--- config.mk ---
export PLATFORM = sky130hd
export DESIGN_NAME = vistat_top
export DESIGN_NICKNAME = d
export VERILOG_FILES = /design/src/verilog/vistat_pkg.sv /design/src/verilog/vistat_top.sv
export SDC_FILE = /design/constraint.sdc
export NUM_CORES = 1
export LEC_CHECK = 0
export BUFFER_PORTS_ARGS = -buffer_cell sky130_fd_sc_hd__buf_4
export CORE_MARGIN = 4
export CORE_UTILIZATION = 51
export CTS_CLUSTER_DIAMETER = 60
export DETAILED_ROUTE_END_ITERATION = 12
export GPL_TIMING_DRIVEN = 1
export PLACE_DENSITY = 0.79
export SLEW_MARGIN = 30
export SYNTH_ARGS = -nofsm -noshare
export SYNTH_HDL_FRONTEND = slang
export SYNTH_SLANG_ARGS = --single-unit
export TNS_END_PERCENT = 5
--- constraint.sdc ---
create_clock -name clock -period 2.6 [get_ports clock]
set_clock_uncertainty 0.15 [all_clocks]
set_input_delay 0.52 -clock clock [delete_from_list [all_inputs] [get_ports clock]]
set_output_delay 0.52 -clock clock [all_outputs]
set_load 0.005 [all_outputs]
--- src/verilog/vistat_pkg.sv ---
// Package of constants and types for the IACK status/ID block
package vistat_pkg;

  // ---------------------------------------------------------------
  // Register map
  // ---------------------------------------------------------------
  localparam logic [11:0] VISTAT_OUTGOING_VECTOR_OFS = 12'h320;
  localparam logic [11:0] VISTAT_LEVEL1_VECTOR_OFS = 12'h324;
  localparam logic [11:0] VISTAT_LEVEL2_VECTOR_OFS = 12'h328;
  localparam logic [11:0] VISTAT_LEVEL3_VECTOR_OFS = 12'h32C;
  localparam logic [11:0] VISTAT_IRQ_ENABLE_OFS = 12'h340;
  localparam logic [11:0] VISTAT_IRQ_STATUS_OFS = 12'h344;
  localparam logic [11:0] VISTAT_INT_STATUS_OFS = 12'h348;
  localparam logic [11:0] VISTAT_INT_MASK_OFS = 12'h34C;
  localparam logic [11:0] VISTAT_SW_IRQ_OFS = 12'h350;

  // ---------------------------------------------------------------
  // Field layout and reset values
  // ---------------------------------------------------------------
  localparam int VISTAT_LEVELS = 3;
  localparam int VISTAT_OUT_LSB = 24;
  localparam int VISTAT_ERR_BIT = 8;
  localparam logic [6:0] VISTAT_ID_RESET = 7'h7F;
  localparam logic [7:0] VISTAT_VEC_RESET = 8'h00;
  localparam logic [31:0] VISTAT_ZERO_WORD = 32'h0000_0000;
  localparam logic [31:0] VISTAT_UNMAPPED_WORD = 32'hDEAD_BEEF;

  // Captured vector: byte plus bus error flag
  typedef struct packed {
    logic err;
    logic [7:0] vec;
  } vistat_capture_type;

  // Handler state machine
  typedef enum logic [1:0] {
    VISTAT_IDLE,
    VISTAT_ACK,
    VISTAT_DONE
  } vistat_state_type;

endpackage

--- src/verilog/vistat_top.sv ---
// IACK status/ID block: interrupter vector out and handler vector capture
// Scope: three handler levels only; mapping local sources onto bus levels
// lives elsewhere. Every register here resets synchronously with rst, and
// the request lines arrive already de-inverted and synchronous to clock.
//
// The Avalon-MM slave port was decided locally.
`timescale 1ns/10ps

module vistat_top
  import vistat_pkg::*;
#(
  parameter int LEVELS = VISTAT_LEVELS
) (
  input wire logic clock,
  input wire logic rst,
  // Avalon-MM slave
  input wire logic [11:0] avs_address,
  input wire logic avs_read,
  input wire logic avs_write,
  input wire logic [31:0] avs_writedata,
  input wire logic [3:0] avs_byteenable,
  output logic [31:0] avs_readdata,
  output logic avs_waitrequest,
  // Interrupter side: incoming acknowledge
  input wire logic iack_in_req,
  input wire logic [2:0] iack_in_level,
  output logic [7:0] iack_out_vector,
  output logic iack_out_valid,
  // Handler side: request lines and our own acknowledge
  input wire logic [LEVELS:1] vme_level_bit,
  output logic iack_req,
  output logic [2:0] iack_level,
  input wire logic iack_done,
  input wire logic [7:0] iack_vector,
  input wire logic iack_berr,
  output logic irq
);

  // ---------------------------------------------------------------
  // Storage
  // ---------------------------------------------------------------
  // Software-visible state; each level field sits at word bits [LEVELS:1]
  logic [6:0] outgoing_id_r;
  logic [LEVELS:1] local_irq_enable_reg;
  logic [LEVELS:1] local_irq_status_reg;
  logic [LEVELS:1] software_irq_pending;
  logic [LEVELS:1] int_status_r;
  logic [LEVELS:1] int_mask_r;
  // Handler capture per level and the sequencer that fills it
  vistat_capture_type level_captured_vector [LEVELS:1];
  vistat_state_type state_r;
  logic [2:0] cur_level_r;
  // Decoded strobes and the combinational read word
  logic [LEVELS:1] capture_evt;
  logic rd_accept;
  logic wr_accept;
  logic [31:0] rd_word;

  // Byte lane mask for a 32-bit write
  // Each enable bit widens to the eight data bits of its lane
  function automatic logic [31:0] lane_mask(input logic [3:0] be);
    lane_mask = {{8{be[3]}}, {8{be[2]}}, {8{be[1]}}, {8{be[0]}}};
  endfunction

  // Word write helper under byte enables
  // Lanes that are not enabled keep their old contents
  function automatic logic [31:0] merge(input logic [31:0] old, input logic [31:0] wd,
                                        input logic [3:0] be);
    merge = (old & ~lane_mask(be)) | (wd & lane_mask(be));
  endfunction

  // Level field of a write under byte enables; word bit 0 is unused, so the
  // stored bits go back to their word position before the merge
  function automatic logic [LEVELS:1] level_write(input logic [LEVELS:1] old,
                                                  input logic [31:0] wd,
                                                  input logic [3:0] be);
    logic [31:0] word;
    word = merge(32'({old, 1'b0}), wd, be);
    level_write = word[LEVELS:1];
  endfunction

  // ---------------------------------------------------------------
  // Bus handshake
  // ---------------------------------------------------------------
  // One wait state: request seen, answer on the next edge.
  // Walk of a read: edge 0 sees the request with waitrequest high, loads the
  // read word and drops waitrequest; edge 1 is the accepting edge where the
  // master takes the data and a write lands. Back-to-back requests are fine.
  assign rd_accept = avs_read && !avs_waitrequest;
  assign wr_accept = avs_write && !avs_waitrequest;

  // Waitrequest high by default; drops one cycle after a request
  // Registered, so the master sees a clean level straight from a flip-flop
  always_ff @(posedge clock) begin
    if (rst) begin
      avs_waitrequest <= 1'b1;
    end else if ((avs_read || avs_write) && avs_waitrequest) begin
      avs_waitrequest <= 1'b0;
    end else begin
      avs_waitrequest <= 1'b1;
    end
  end

  // ---------------------------------------------------------------
  // Software registers
  // ---------------------------------------------------------------
  // Software writes land only at the accepting edge. Read-only and unknown
  // offsets fall through every compare below, so such writes are dropped.
  // Only byte lane 3 carries the identity, so its enable gates the write
  // identity field written by software
  always_ff @(posedge clock) begin
    if (rst) begin
      outgoing_id_r <= VISTAT_ID_RESET;
    end else if (wr_accept && avs_address == VISTAT_OUTGOING_VECTOR_OFS && avs_byteenable[3]) begin
      outgoing_id_r <= avs_writedata[VISTAT_OUT_LSB + 7:VISTAT_OUT_LSB + 1];
    end
  end

  // Enable, mask and software request bits
  // Partial writes keep the level bits of lanes that are not enabled
  always_ff @(posedge clock) begin
    if (rst) begin
      local_irq_enable_reg <= '0;
      int_mask_r <= '0;
      software_irq_pending <= '0;
    end else if (wr_accept) begin
      if (avs_address == VISTAT_IRQ_ENABLE_OFS) begin
        local_irq_enable_reg <= level_write(local_irq_enable_reg, avs_writedata,
                                            avs_byteenable);
      end
      if (avs_address == VISTAT_INT_MASK_OFS) begin
        int_mask_r <= level_write(int_mask_r, avs_writedata, avs_byteenable);
      end
      if (avs_address == VISTAT_SW_IRQ_OFS) begin
        software_irq_pending <= level_write(software_irq_pending, avs_writedata,
                                            avs_byteenable);
      end
    end
  end

  // ---------------------------------------------------------------
  // Handler: acknowledge sequencer
  // ---------------------------------------------------------------
  // Lowest eligible level wins; one acknowledge cycle at a time
  // The scan runs from the top level down, so the last hit (lowest) sticks.
  // Trade-off: a busy low level holds off higher ones for one acknowledge cycle only,
  // as its set status bit then blocks it; levels are few, so no rotating priority is kept.
  // Walk: IDLE sees a line and raises the request; ACK waits for the done
  // pulse and captures there; DONE is one idle cycle before the next scan.
  // The request and its level stand unchanged for the whole cycle.
  always_ff @(posedge clock) begin
    if (rst) begin
      state_r <= VISTAT_IDLE;
      cur_level_r <= 3'h0;
      iack_req <= 1'b0;
      iack_level <= 3'h0;
    end else begin
      case (state_r)
        VISTAT_IDLE: begin
          for (int i = LEVELS; i >= 1; i--) begin
            if (vme_level_bit[i] && local_irq_enable_reg[i] && !local_irq_status_reg[i]) begin
              state_r <= VISTAT_ACK;
              cur_level_r <= 3'(i);
              iack_level <= 3'(i);
              iack_req <= 1'b1;
            end
          end
        end
        VISTAT_ACK: begin
          // Vector and flag come with done; nothing is sampled before it
          // ends by vector or bus error
          if (iack_done) begin
            iack_req <= 1'b0;
            state_r <= VISTAT_DONE;
          end
        end
        VISTAT_DONE: begin
          // Gap cycle lets status bit settle before rescanning
          state_r <= VISTAT_IDLE;
        end
        default: begin
          // Only a corrupted code lands here; fall back to a clean idle
          state_r <= VISTAT_IDLE;
          iack_req <= 1'b0;
        end
      endcase
    end
  end

  // ---------------------------------------------------------------
  // Per-level capture and status
  // ---------------------------------------------------------------
  // One slice per level; the capture strobe below feeds the vector,
  // the handler status bit and the sticky event bit of that level
  genvar g;
  generate
    for (g = 1; g <= LEVELS; g++) begin : g_level
      assign capture_evt[g] = (state_r == VISTAT_ACK) && iack_done && (cur_level_r == 3'(g));

      // Byte and flag are taken together at the done edge
      // and then stand until the next capture at this level
      // vector captured per level
      always_ff @(posedge clock) begin
        if (rst) begin
          level_captured_vector[g] <= '{err: 1'b0, vec: VISTAT_VEC_RESET};
        end else if (capture_evt[g]) begin
          level_captured_vector[g] <= '{err: iack_berr, vec: iack_vector};
        end
      end

      // Clearing needs byte lane 0, where the level bits live
      // write one to clear; a capture wins over the clear
      always_ff @(posedge clock) begin
        if (rst) begin
          local_irq_status_reg[g] <= 1'b0;
        end else if (capture_evt[g]) begin
          local_irq_status_reg[g] <= 1'b1;
        end else if (wr_accept && avs_address == VISTAT_IRQ_STATUS_OFS &&
                     avs_byteenable[0] && avs_writedata[g]) begin
          local_irq_status_reg[g] <= 1'b0;
        end
      end

      // Sticky event bit, cleared by reading; a new event beats the read.
      // Only bits that the read word returned are cleared: an event at the
      // edge that loads the read word would otherwise be lost unseen.
      always_ff @(posedge clock) begin
        if (rst) begin
          int_status_r[g] <= 1'b0;
        end else if (capture_evt[g]) begin
          int_status_r[g] <= 1'b1;
        end else if (rd_accept && avs_address == VISTAT_INT_STATUS_OFS &&
                     avs_readdata[g]) begin
          int_status_r[g] <= 1'b0;
        end
      end
    end
  endgenerate

  // Level interrupt from unmasked sticky bits
  // Registered, so irq follows a status or mask change by one cycle;
  // it stays high until the sticky bits are read or masked off
  always_ff @(posedge clock) begin
    if (rst) begin
      irq <= 1'b0;
    end else begin
      irq <= |(int_status_r & int_mask_r);
    end
  end

  // ---------------------------------------------------------------
  // Interrupter: answer to an incoming acknowledge
  // ---------------------------------------------------------------
  // Valid follows the request by one edge and stands while it stays high.
  // A level outside 1..LEVELS never matches a pending request, so bit 0
  // then answers 1, the same as a level with nothing pending.
  // return vector byte
  // bit 0 low when software irq pending at this level
  always_ff @(posedge clock) begin
    if (rst) begin
      iack_out_vector <= VISTAT_VEC_RESET;
      iack_out_valid <= 1'b0;
    end else begin
      iack_out_valid <= iack_in_req;
      if (iack_in_req) begin
        iack_out_vector <= {outgoing_id_r,
          !((iack_in_level >= 3'h1) && (iack_in_level <= 3'(LEVELS)) &&
            software_irq_pending[iack_in_level])};
      end
    end
  end

  // ---------------------------------------------------------------
  // Read mux
  // ---------------------------------------------------------------
  // Word layout seen by software:
  //   outgoing vector: identity in the top byte above a constant 1
  //   captured vectors: byte in [7:0], bus error flag in [8], read-only
  //   enable, handler status (write one to clear), sticky status (clear on
  //   read), mask and software request: one bit per level at [LEVELS:1]
  //   anything else reads a fixed marker word and ignores writes
  always_comb begin
    rd_word = VISTAT_UNMAPPED_WORD;
    case (avs_address)
      VISTAT_OUTGOING_VECTOR_OFS: begin
        // Bit 0 reads as the current answer bit for no level
        rd_word = {outgoing_id_r, 1'b1, 24'h000000};
      end
      VISTAT_LEVEL1_VECTOR_OFS: begin
        rd_word = 32'(level_captured_vector[1]);
      end
      VISTAT_LEVEL2_VECTOR_OFS: begin
        rd_word = 32'(level_captured_vector[2]);
      end
      VISTAT_LEVEL3_VECTOR_OFS: begin
        rd_word = 32'(level_captured_vector[3]);
      end
      VISTAT_IRQ_ENABLE_OFS: begin
        rd_word = 32'({local_irq_enable_reg, 1'b0});
      end
      VISTAT_IRQ_STATUS_OFS: begin
        rd_word = 32'({local_irq_status_reg, 1'b0});
      end
      VISTAT_INT_STATUS_OFS: begin
        rd_word = 32'({int_status_r, 1'b0});
      end
      VISTAT_INT_MASK_OFS: begin
        rd_word = 32'({int_mask_r, 1'b0});
      end
      VISTAT_SW_IRQ_OFS: begin
        rd_word = 32'({software_irq_pending, 1'b0});
      end
      default: begin
        rd_word = VISTAT_UNMAPPED_WORD;
      end
    endcase
  end

  // Read data registered at the answering edge
  // Loaded only while waiting, so it still stands at the accepting edge
  always_ff @(posedge clock) begin
    if (rst) begin
      avs_readdata <= VISTAT_ZERO_WORD;
    end else if (avs_read && avs_waitrequest) begin
      avs_readdata <= rd_word;
    end
  end

endmodule

Word-level counts from Yosys, hierarchy flattened
Memory sizes are Yosys's and may differ from the RTL's.
Index checks and enable logic that the tools add are counted.
- register bits: 71
- RAM bits: 27
- output and inout port bits: 47
- word-level logic and storage cells: 142
- memories: 1
- memory list (name ; depth ; bits a word ; rd ports ; clocked after memory_dff ; write ports ; line ; RTL):
    level_captured_vector ; 3 ; 9 ; 3 ; 0 ; 3 ; vistat_top.sv:50 ; vistat_capture_type level_captured_vector [LEVELS:1];
- order comparisons: 3
- eq/ne operators: 16
- multiplexer cells: 43
- bitwise operators: 13
- reduce and logical (&&, ||, !) cells: 48
- operator list (operator ; count):
    case mux 32 bit (9 select lines) ; 1
    equality test 12 x 10 -> 1 bit, second input constant ; 9
    2-to-1 mux 1 bit ; 29
    logical AND 1 bit ; 27
    2-to-1 mux 9 bit ; 3
    bitwise AND 4 bit ; 4
    OR 4 bit ; 3
    nonzero test 2 bit ; 6
    AND reduction 2 bit ; 5
    2-to-1 mux 3 bit ; 3
    2-to-1 mux 2 bit ; 4
    equality test 3 x 2 -> 1 bit, second input constant ; 2
    logical NOT 1 bit ; 5
    != test 4 bit, second input constant ; 1
    NOT 4 bit ; 1
    case mux 2 bit (2 select lines) ; 1
    bitwise AND 3 bit ; 1
    equality test 3 x 1 -> 1 bit, second input constant ; 1
    greater-or-equal comparator 3 x 1 -> 1 bit, second input constant ; 1
    <= comparator 3 x 2 -> 1 bit, second input constant ; 1
    < comparator 3 bit, second input constant ; 1
    OR 1 bit ; 3
    case mux 1 bit (3 select lines) ; 1
    AND reduction 3 bit ; 1
    9 further kinds ; 9

Logic depth before layout (Yosys ltp)
Gate-level depths: netlist of run 1.
- depth after elaboration: 7
- gate-level depth with buffers: 6
- gate-level depth less buffers: 4

Least setup slack after synthesis of run 1
No wires, ideal clock.
- path kind: input-to-reg
- from: input rst
- to: register level_captured_vector[0][27] (netlist name)
- data arrival time: 1517 ps
- path slack: 545 ps
- stages: 4
- cells stage by stage: clkbuf_1 clkinv_1 clkbuf_1 o21ai_0
- RTL lines (element ; line ; RTL):
    start: declaration ; vistat_top.sv:15 ; input wire logic rst,

==> impl_metrics.csv, run 1 <==
group,metric,value,unit
power,p_int,1.866,mW
synth,synthCells,378,
critical_path,path_cells,"buf_4 -> nor4b_4 -> nand4_2 -> nor4_4 -> mux2i_1",
die,rows,31,
die,core,7331,µm²
critical_path,critical_path.max_stage_delay,0.45,ns
synth,synth-edff-count,27,
placement,dp_hpwl,7.096,mm
synth,syn_avg_cell_area,10.23,µm²
drt,wirelength,9.791,mm
critical_path,critPathTopFamily,"simple AND/OR/NAND/NOR gates",
synth,synth.area.top_cells,"dfxtp_1, edfxtp_1, mux2i_1",
worst_hold_path,hold_path.class,"input pin to flop",
timing,max_freq,527.1,MHz
cts,cts_hold_buf,0,
synth,synth_warnings,0,
placement,dp.cells,540,
cts,path_clk_slew,0.09,ns
timing,fin_tns_setup,0,ns
drt,drt_pass1_iterations,5,
power,vdd_drop_max,327.9,µV
cells_and_area,fin_nets,521,
cells_and_area,finish.utilization,63.95,%
cts,cts_tree,"done",
critical_path,cp_num_buf_inv,1,
synth,synth.top_cell.area_share,28.98,%
global_routing,grt_max_degree,37,
drt,dr_total_vias,3210,
synth,synth_compound_area_share,13.23,%
worst_hold_path,worstHoldPathCells,2,
synth,synth-xor-area-share,0,%
run_status,outcome,"finished clean",
synth,synth_cell_types,58,
timing,max_slew_margin,64.01,%
cts,cts_max_level,3,
critical_path,r2r_end,"level_captured_vector[0][20]$_SDFFCE_PN0P_",
cts,postCtsSetupBuffers,0,
global_routing,grt_pass1_vias,3013,
critical_path,cp.required,2.73,ns
timing,tightestPinTransition,0.5362,ns
cells_and_area,area_delta_synth_final,21.18,%
power,swShare,25.68,%
cts,clock_sinks,83,
critical_path,ff2ff_path_depth,3,
synth,muxShareOfSynthArea,6.889,%
timing,min_period_over_period,72.97,%
synth,synth_flop_cell,"dfxtp_1",
power,clock_power_share,33.2,%
drt,ant_nets,0,
critical_path,critical_path.startpoint_type,"input pin",
power,seqPwrFrac,55.9,%
critical_path,path_class,"input pin to flop",
cts,cts_buffers,9,
timing,hold_slack,0.2376,ns
power,p_leak,1.922,nW
critical_path,cp.arrival,2.03,ns
cells_and_area,stdcell_count,556,
timing,finalHoldViolCount,0,
drt,route.detailed.drc,0,
die,die_w,95.10,µm
critical_path,slowest_stage,"nor4_4",
cts,insertion_delay,0.35,ns
worst_hold_path,hp-start,"avs_write",
cells_and_area,antenna_cells,0,
power,p_switching,0.6446,mW
synth,synthTopCellsByCount,"dfxtp_1, edfxtp_1, nand2_1",
placement,gp_congestion,0.8418,
synth,yosys.area_share.simple,23.77,%
timing,rsz0062_at_grt,"false",
placement,port_buffers,86,
timing,finalSetupViolCount,0,
die,start_util,52.77,%
global_routing,antenna_found_initial,0,
die,dieHeight,95.10,µm
critical_path,critPathMaxFanout,8,
power,pwr_density_cell,535.4,nW/µm²
drt,vias_per_cell,5.773,
critical_path,r2r_setup_slack,0.78,ns
global_routing,gr-usage-all-layers,21.73,%
power,p_comb_share,10.9,%
global_routing,grt_overflow,0,
synth,synthAdderAreaFrac,0,%
synth,synth_async_sr_flop_share,0,%
die,io_pins,116,
synth,synth_most_common_cell,"dfxtp_1",
worst_hold_path,min_to,"avs_waitrequest$_SDFF_PP1_",
die,die_area,9043,µm²
cells_and_area,drive_above_1_share,28.88,%
timing,layout_min_cycle_time,1.897,ns
critical_path,r2r_start,"cur_level_r[1]$_SDFFE_PP0P_",
critical_path,end_kind,"flop",
cts,cts_root_buffer,"clkbuf_8",
placement,place_ws,0.3500,ns
synth,synth_top_family_by_area,"simple AND/OR/NAND/NOR gates",
cts,cts_resized,0,
cts,clockBufferDepth,2,
synth,yosysTopAreaCell,"dfxtp_1",
timing,setup_ws,0.7029,ns
drt,drtIter0Drc,240,
timing,maxSlewViolCount,0,
job,drv_cap,0,
synth,synth_seq_cells,83,
global_routing,grt_first_pass_wirelength,15.01,mm
synth,netlist_area,3869,µm²
synth,ys_seq_area_share,49.94,%
drt,wl_per_cell,17.61,µm
cells_and_area,fillerInstances,608,
worst max-delay path by stage:
stage | from | end | slack (ns) | cells after the start
3_5_place_dp | avs_address[11] | flop | 0.35 | 5
3_3_place_gp | avs_address[11] | flop | 0.40 | 5
2_1_floorplan | rst | level_captured_vector[0][27]$_SDFFCE_PN0P_ | 0.55 | 4
5_1_grt | avs_address[11] | flop | 0.63 | 5
6_report | avs_address[11] | flop | 0.70 | 5
4_1_cts | avs_address[11] | flop | 0.72 | 5
worst register-to-register path, delay by kind of cell (launching register included):
family | cells | cell delay, ns
flip-flops | 1 | 0.46
AND/OR/NAND/NOR | 3 | 0.87
power groups by stage:
| stage | Combinational [mW] | Clock [mW] | Sequential, mW |
|---|---|---|---|
| after global placement | 0.267 | 0 | 1.43 |
| after CTS | 0.275 | 0.845 | 1.40 |
| final | 0.274 | 0.833 | 1.40 |
| after floorplan | 0.132 | 0 | 1.43 |
| after detailed placement | 0.275 | 0 | 1.43 |
| after global routing | 0.297 | 0.895 | 1.41 |
metal layers:
layer  part of all wire (%)  GRT usage, %
met5                      0             0
met4                    1.7         6.490
met3                    7.4         4.262
met2                     50         37.14
met1                     41         27.80
through the flow:
stage	power, mW	area [µm²]
global route	2.600	4688
detailed placement	1.707	4512
global placement	1.698	4512
floorplan	1.563	3884
finish	2.510	4688
CTS	2.523	4688
layout make-up:
cell class                      count  area [µm²]  share of cell area (%)
Clock buffer                        9       123.9                   2.642
Clock inverter                      7       52.55                   1.121
Inverter                            5       18.77                  0.4003
Multi-Input combinational cell    257        1717                   36.62
Tap cell                           99       123.9                   2.642
Sequential cell                    83        1932                   41.21
Timing Repair Buffer               96       720.7                   15.37
layout by cell type (no fill, tap or decap), drive strengths merged, types with 6 or more instances in the layout:
cell type	Yosys	final
buf	20	96
dfxtp	56	56
edfxtp	27	27
nand2	25	25
and2	22	22
mux2i	21	21
nor2	21	21
a21oi	20	20
o21ai	18	18
and3	17	17
nor3	11	11
nand3b	10	10
clkbuf	17	9
nand3	8	8
nand4	8	8
a211o	7	7
a32oi	6	6
clkinv	1	6
cells by family (layout without fill, tap and decap cells):
logic type | after synthesis | after routing
AOI/OAI and AO/OA | 77 | 77
buffers and inverters | 42 | 117
DFF | 83 | 83
muxes | 26 | 26
other | 1 | 5
and+or+nand+nor | 149 | 149
No activity file was read; power rests on OpenSTA's default activity.
==> run 2, diff against run 1 <==
==> constraint.sdc (replaced) <==
create_clock -name clock -period 1.8 [get_ports clock]
set_clock_uncertainty 0.15 [all_clocks]
set_input_delay 0.36 -clock clock [delete_from_list [all_inputs] [get_ports clock]]
set_output_delay 0.36 -clock clock [all_outputs]
set_load 0.005 [all_outputs]
==> run 2 against run 1 <==
Combinational power is 61% higher. Global-route usage is 1.0 points higher. Die area stayed put. Worst hold slack worse by 0.16 ns. Critical path type is now flop to flop. Cell count is 6.3% higher. Core utilization is 4.3 points higher. Cell area is 6.7% higher. Sequential share of layout area is 2.6 points lower. Via count is 4.5% higher.
==> impl_metrics.csv, run 2 (synthesis results as in run 1) <==
group,metric,value,unit
run_status,outcome,"finished clean",
power,pwr_density_cell,757.0,nW/µm²
critical_path,critical_path.startpoint_type,"flop",
die,dieHeight,95.10,µm
timing,setup_ws,0.1341,ns
cells_and_area,fin_nets,556,
cells_and_area,stdcell_count,591,
cts,clock_sinks,83,
cts,cts_hold_buf,0,
global_routing,grt_first_pass_wirelength,15.66,mm
placement,gp_congestion,0.9566,
timing,hold_slack,0.07699,ns
cts,cts_buffers,9,
cells_and_area,area_delta_synth_final,29.30,%
worst_hold_path,hp-start,"avs_writedata[3]",
die,core,7331,µm²
cells_and_area,fillerInstances,577,
drt,drtIter0Drc,245,
global_routing,gr-usage-all-layers,22.76,%
placement,place_ws,-0.1667,ns
timing,tightestPinTransition,0.7187,ns
cells_and_area,antenna_cells,0,
cts,cts_tree,"done",
die,die_area,9043,µm²
worst_hold_path,worstHoldPathCells,2,
timing,rsz0062_at_grt,"false",
critical_path,ff2ff_path_depth,4,
die,die_w,95.10,µm
timing,layout_min_cycle_time,1.666,ns
power,vdd_drop_max,536.0,µV
cts,path_clk_slew,0.08,ns
die,io_pins,116,
die,rows,31,
placement,dp_hpwl,7.481,mm
placement,dp.cells,573,
critical_path,cp.required,1.93,ns
critical_path,critical_path.max_stage_delay,0.46,ns
die,start_util,52.77,%
critical_path,critPathMaxFanout,6,
worst_hold_path,min_to,"local_irq_status_reg[3]$_SDFFE_PP0P_",
critical_path,slowest_stage,"nor4_4",
critical_path,cp.arrival,1.80,ns
timing,max_slew_margin,51.99,%
critical_path,path_cells,"nor2b_2 -> nand4_2 -> nor4_4 -> mux2i_1",
global_routing,grt_max_degree,19,
cells_and_area,layout_common_cells,"buf_4, dfxtp_1, edfxtp_1",
global_routing,grt_overflow,0,
drt,drt_pass1_iterations,5,
drt,wirelength,10.10,mm
timing,finalSetupViolCount,0,
global_routing,grt_pass1_vias,3173,
critical_path,r2r_start,"avs_waitrequest$_SDFF_PP1_",
cts,insertion_delay,0.35,ns
worst_hold_path,hold_path.class,"input pin to flop",
drt,vias_per_cell,5.677,
critical_path,critPathTopFamily,"simple AND/OR/NAND/NOR gates",
global_routing,antenna_found_initial,0,
drt,wl_per_cell,17.09,µm
critical_path,end_kind,"flop",
critical_path,cp_num_buf_inv,0,
drt,ant_nets,0,
cells_and_area,final_common_cell,"buf_4",
timing,finalHoldViolCount,0,
cts,cts_max_level,3,
drt,route.detailed.drc,0,
cells_and_area,drive_above_1_share,34.15,%
placement,port_buffers,86,
critical_path,path_class,"flop to flop",
cts,cts_root_buffer,"clkbuf_8",
timing,maxSlewViolCount,0,
job,drv_cap,0,
timing,max_freq,600.3,MHz
cts,clockBufferDepth,2,
critical_path,r2r_setup_slack,0.13,ns
drt,dr_total_vias,3355,
power,p_leak,2.103,nW
timing,min_period_over_period,92.55,%
==> run 2: cell types whose count changed in the layout (fill, tap and decap cells not counted), sizes merged <==
cell / delta
buf: +35
bufinv: +1
clkbuf: +2
clkinv: -2
clkinvlp: -1
==> run 2: what timing repair did <==
item | 4_1_cts | 5_1_grt
gates cloned | 0 | 0
buffers inserted | 0 | 2
gates resized for setup | 1 | 2
endpoints found under the setup margin | 9 | 15
pin swaps | 0 | 2
==> run 2: worst max-delay path by stage <==
stage	start	to	depth (start not counted)
after floorplan	rst	level_captured_vector[0][27]$_SDFFCE_PN0P_	4
after global placement	avs_address[11]	flop	5
after detailed placement	avs_address[11]	flop	5
after CTS	avs_waitrequest$_SDFF_PP1_	flop	4
after global routing	avs_waitrequest$_SDFF_PP1_	flop	4
final	avs_waitrequest$_SDFF_PP1_	flop	4
==> run 2: through the flow <==
step / util (%) / total power, mW / area, µm² / setup TNS (ns)
2_1_floorplan: - / 2.258 / 3889 / -1.696
3_3_place_gp: 65.16 / 2.497 / 4777 / -2.848
3_5_place_dp: 65.16 / 2.507 / 4777 / -3.878
4_1_cts: 67.91 / 3.807 / 4979 / 0
5_1_grt: 68.24 / 3.929 / 5002 / 0
6_report: 68.24 / 3.787 / 5002 / 0
==> run 2: area by class of cell <==
type | instances | area (µm²) | area share, %
sequential | 83 | 1932 | 38.62
multi-input combinational | 257 | 1739 | 34.77
timing repair buffer | 131 | 996.0 | 19.91
clock buffer | 11 | 131.4 | 2.626
tap | 99 | 123.9 | 2.476
clock inverter | 5 | 61.31 | 1.226
inverter | 5 | 18.77 | 0.3752
==> run 2: metal layers <==
layer  GRT usage (%)  up-vias  share of wire (%)  wire [µm]
li1                -     1602                  -          -
met1           29.33     1604                 41       4171
met2           38.54      135                 50       5068
met3           4.578       14                7.3        738
met4           6.851        0                1.2        123
met5               0        -                  0          0
==> run 2: where the power goes <==
part,internal (mW),total (mW),switching (mW)
registers,1.99,2.03,0.0372
logic,0.232,0.441,0.209
clock network,0.650,1.32,0.668
total,2.87,3.79,0.914
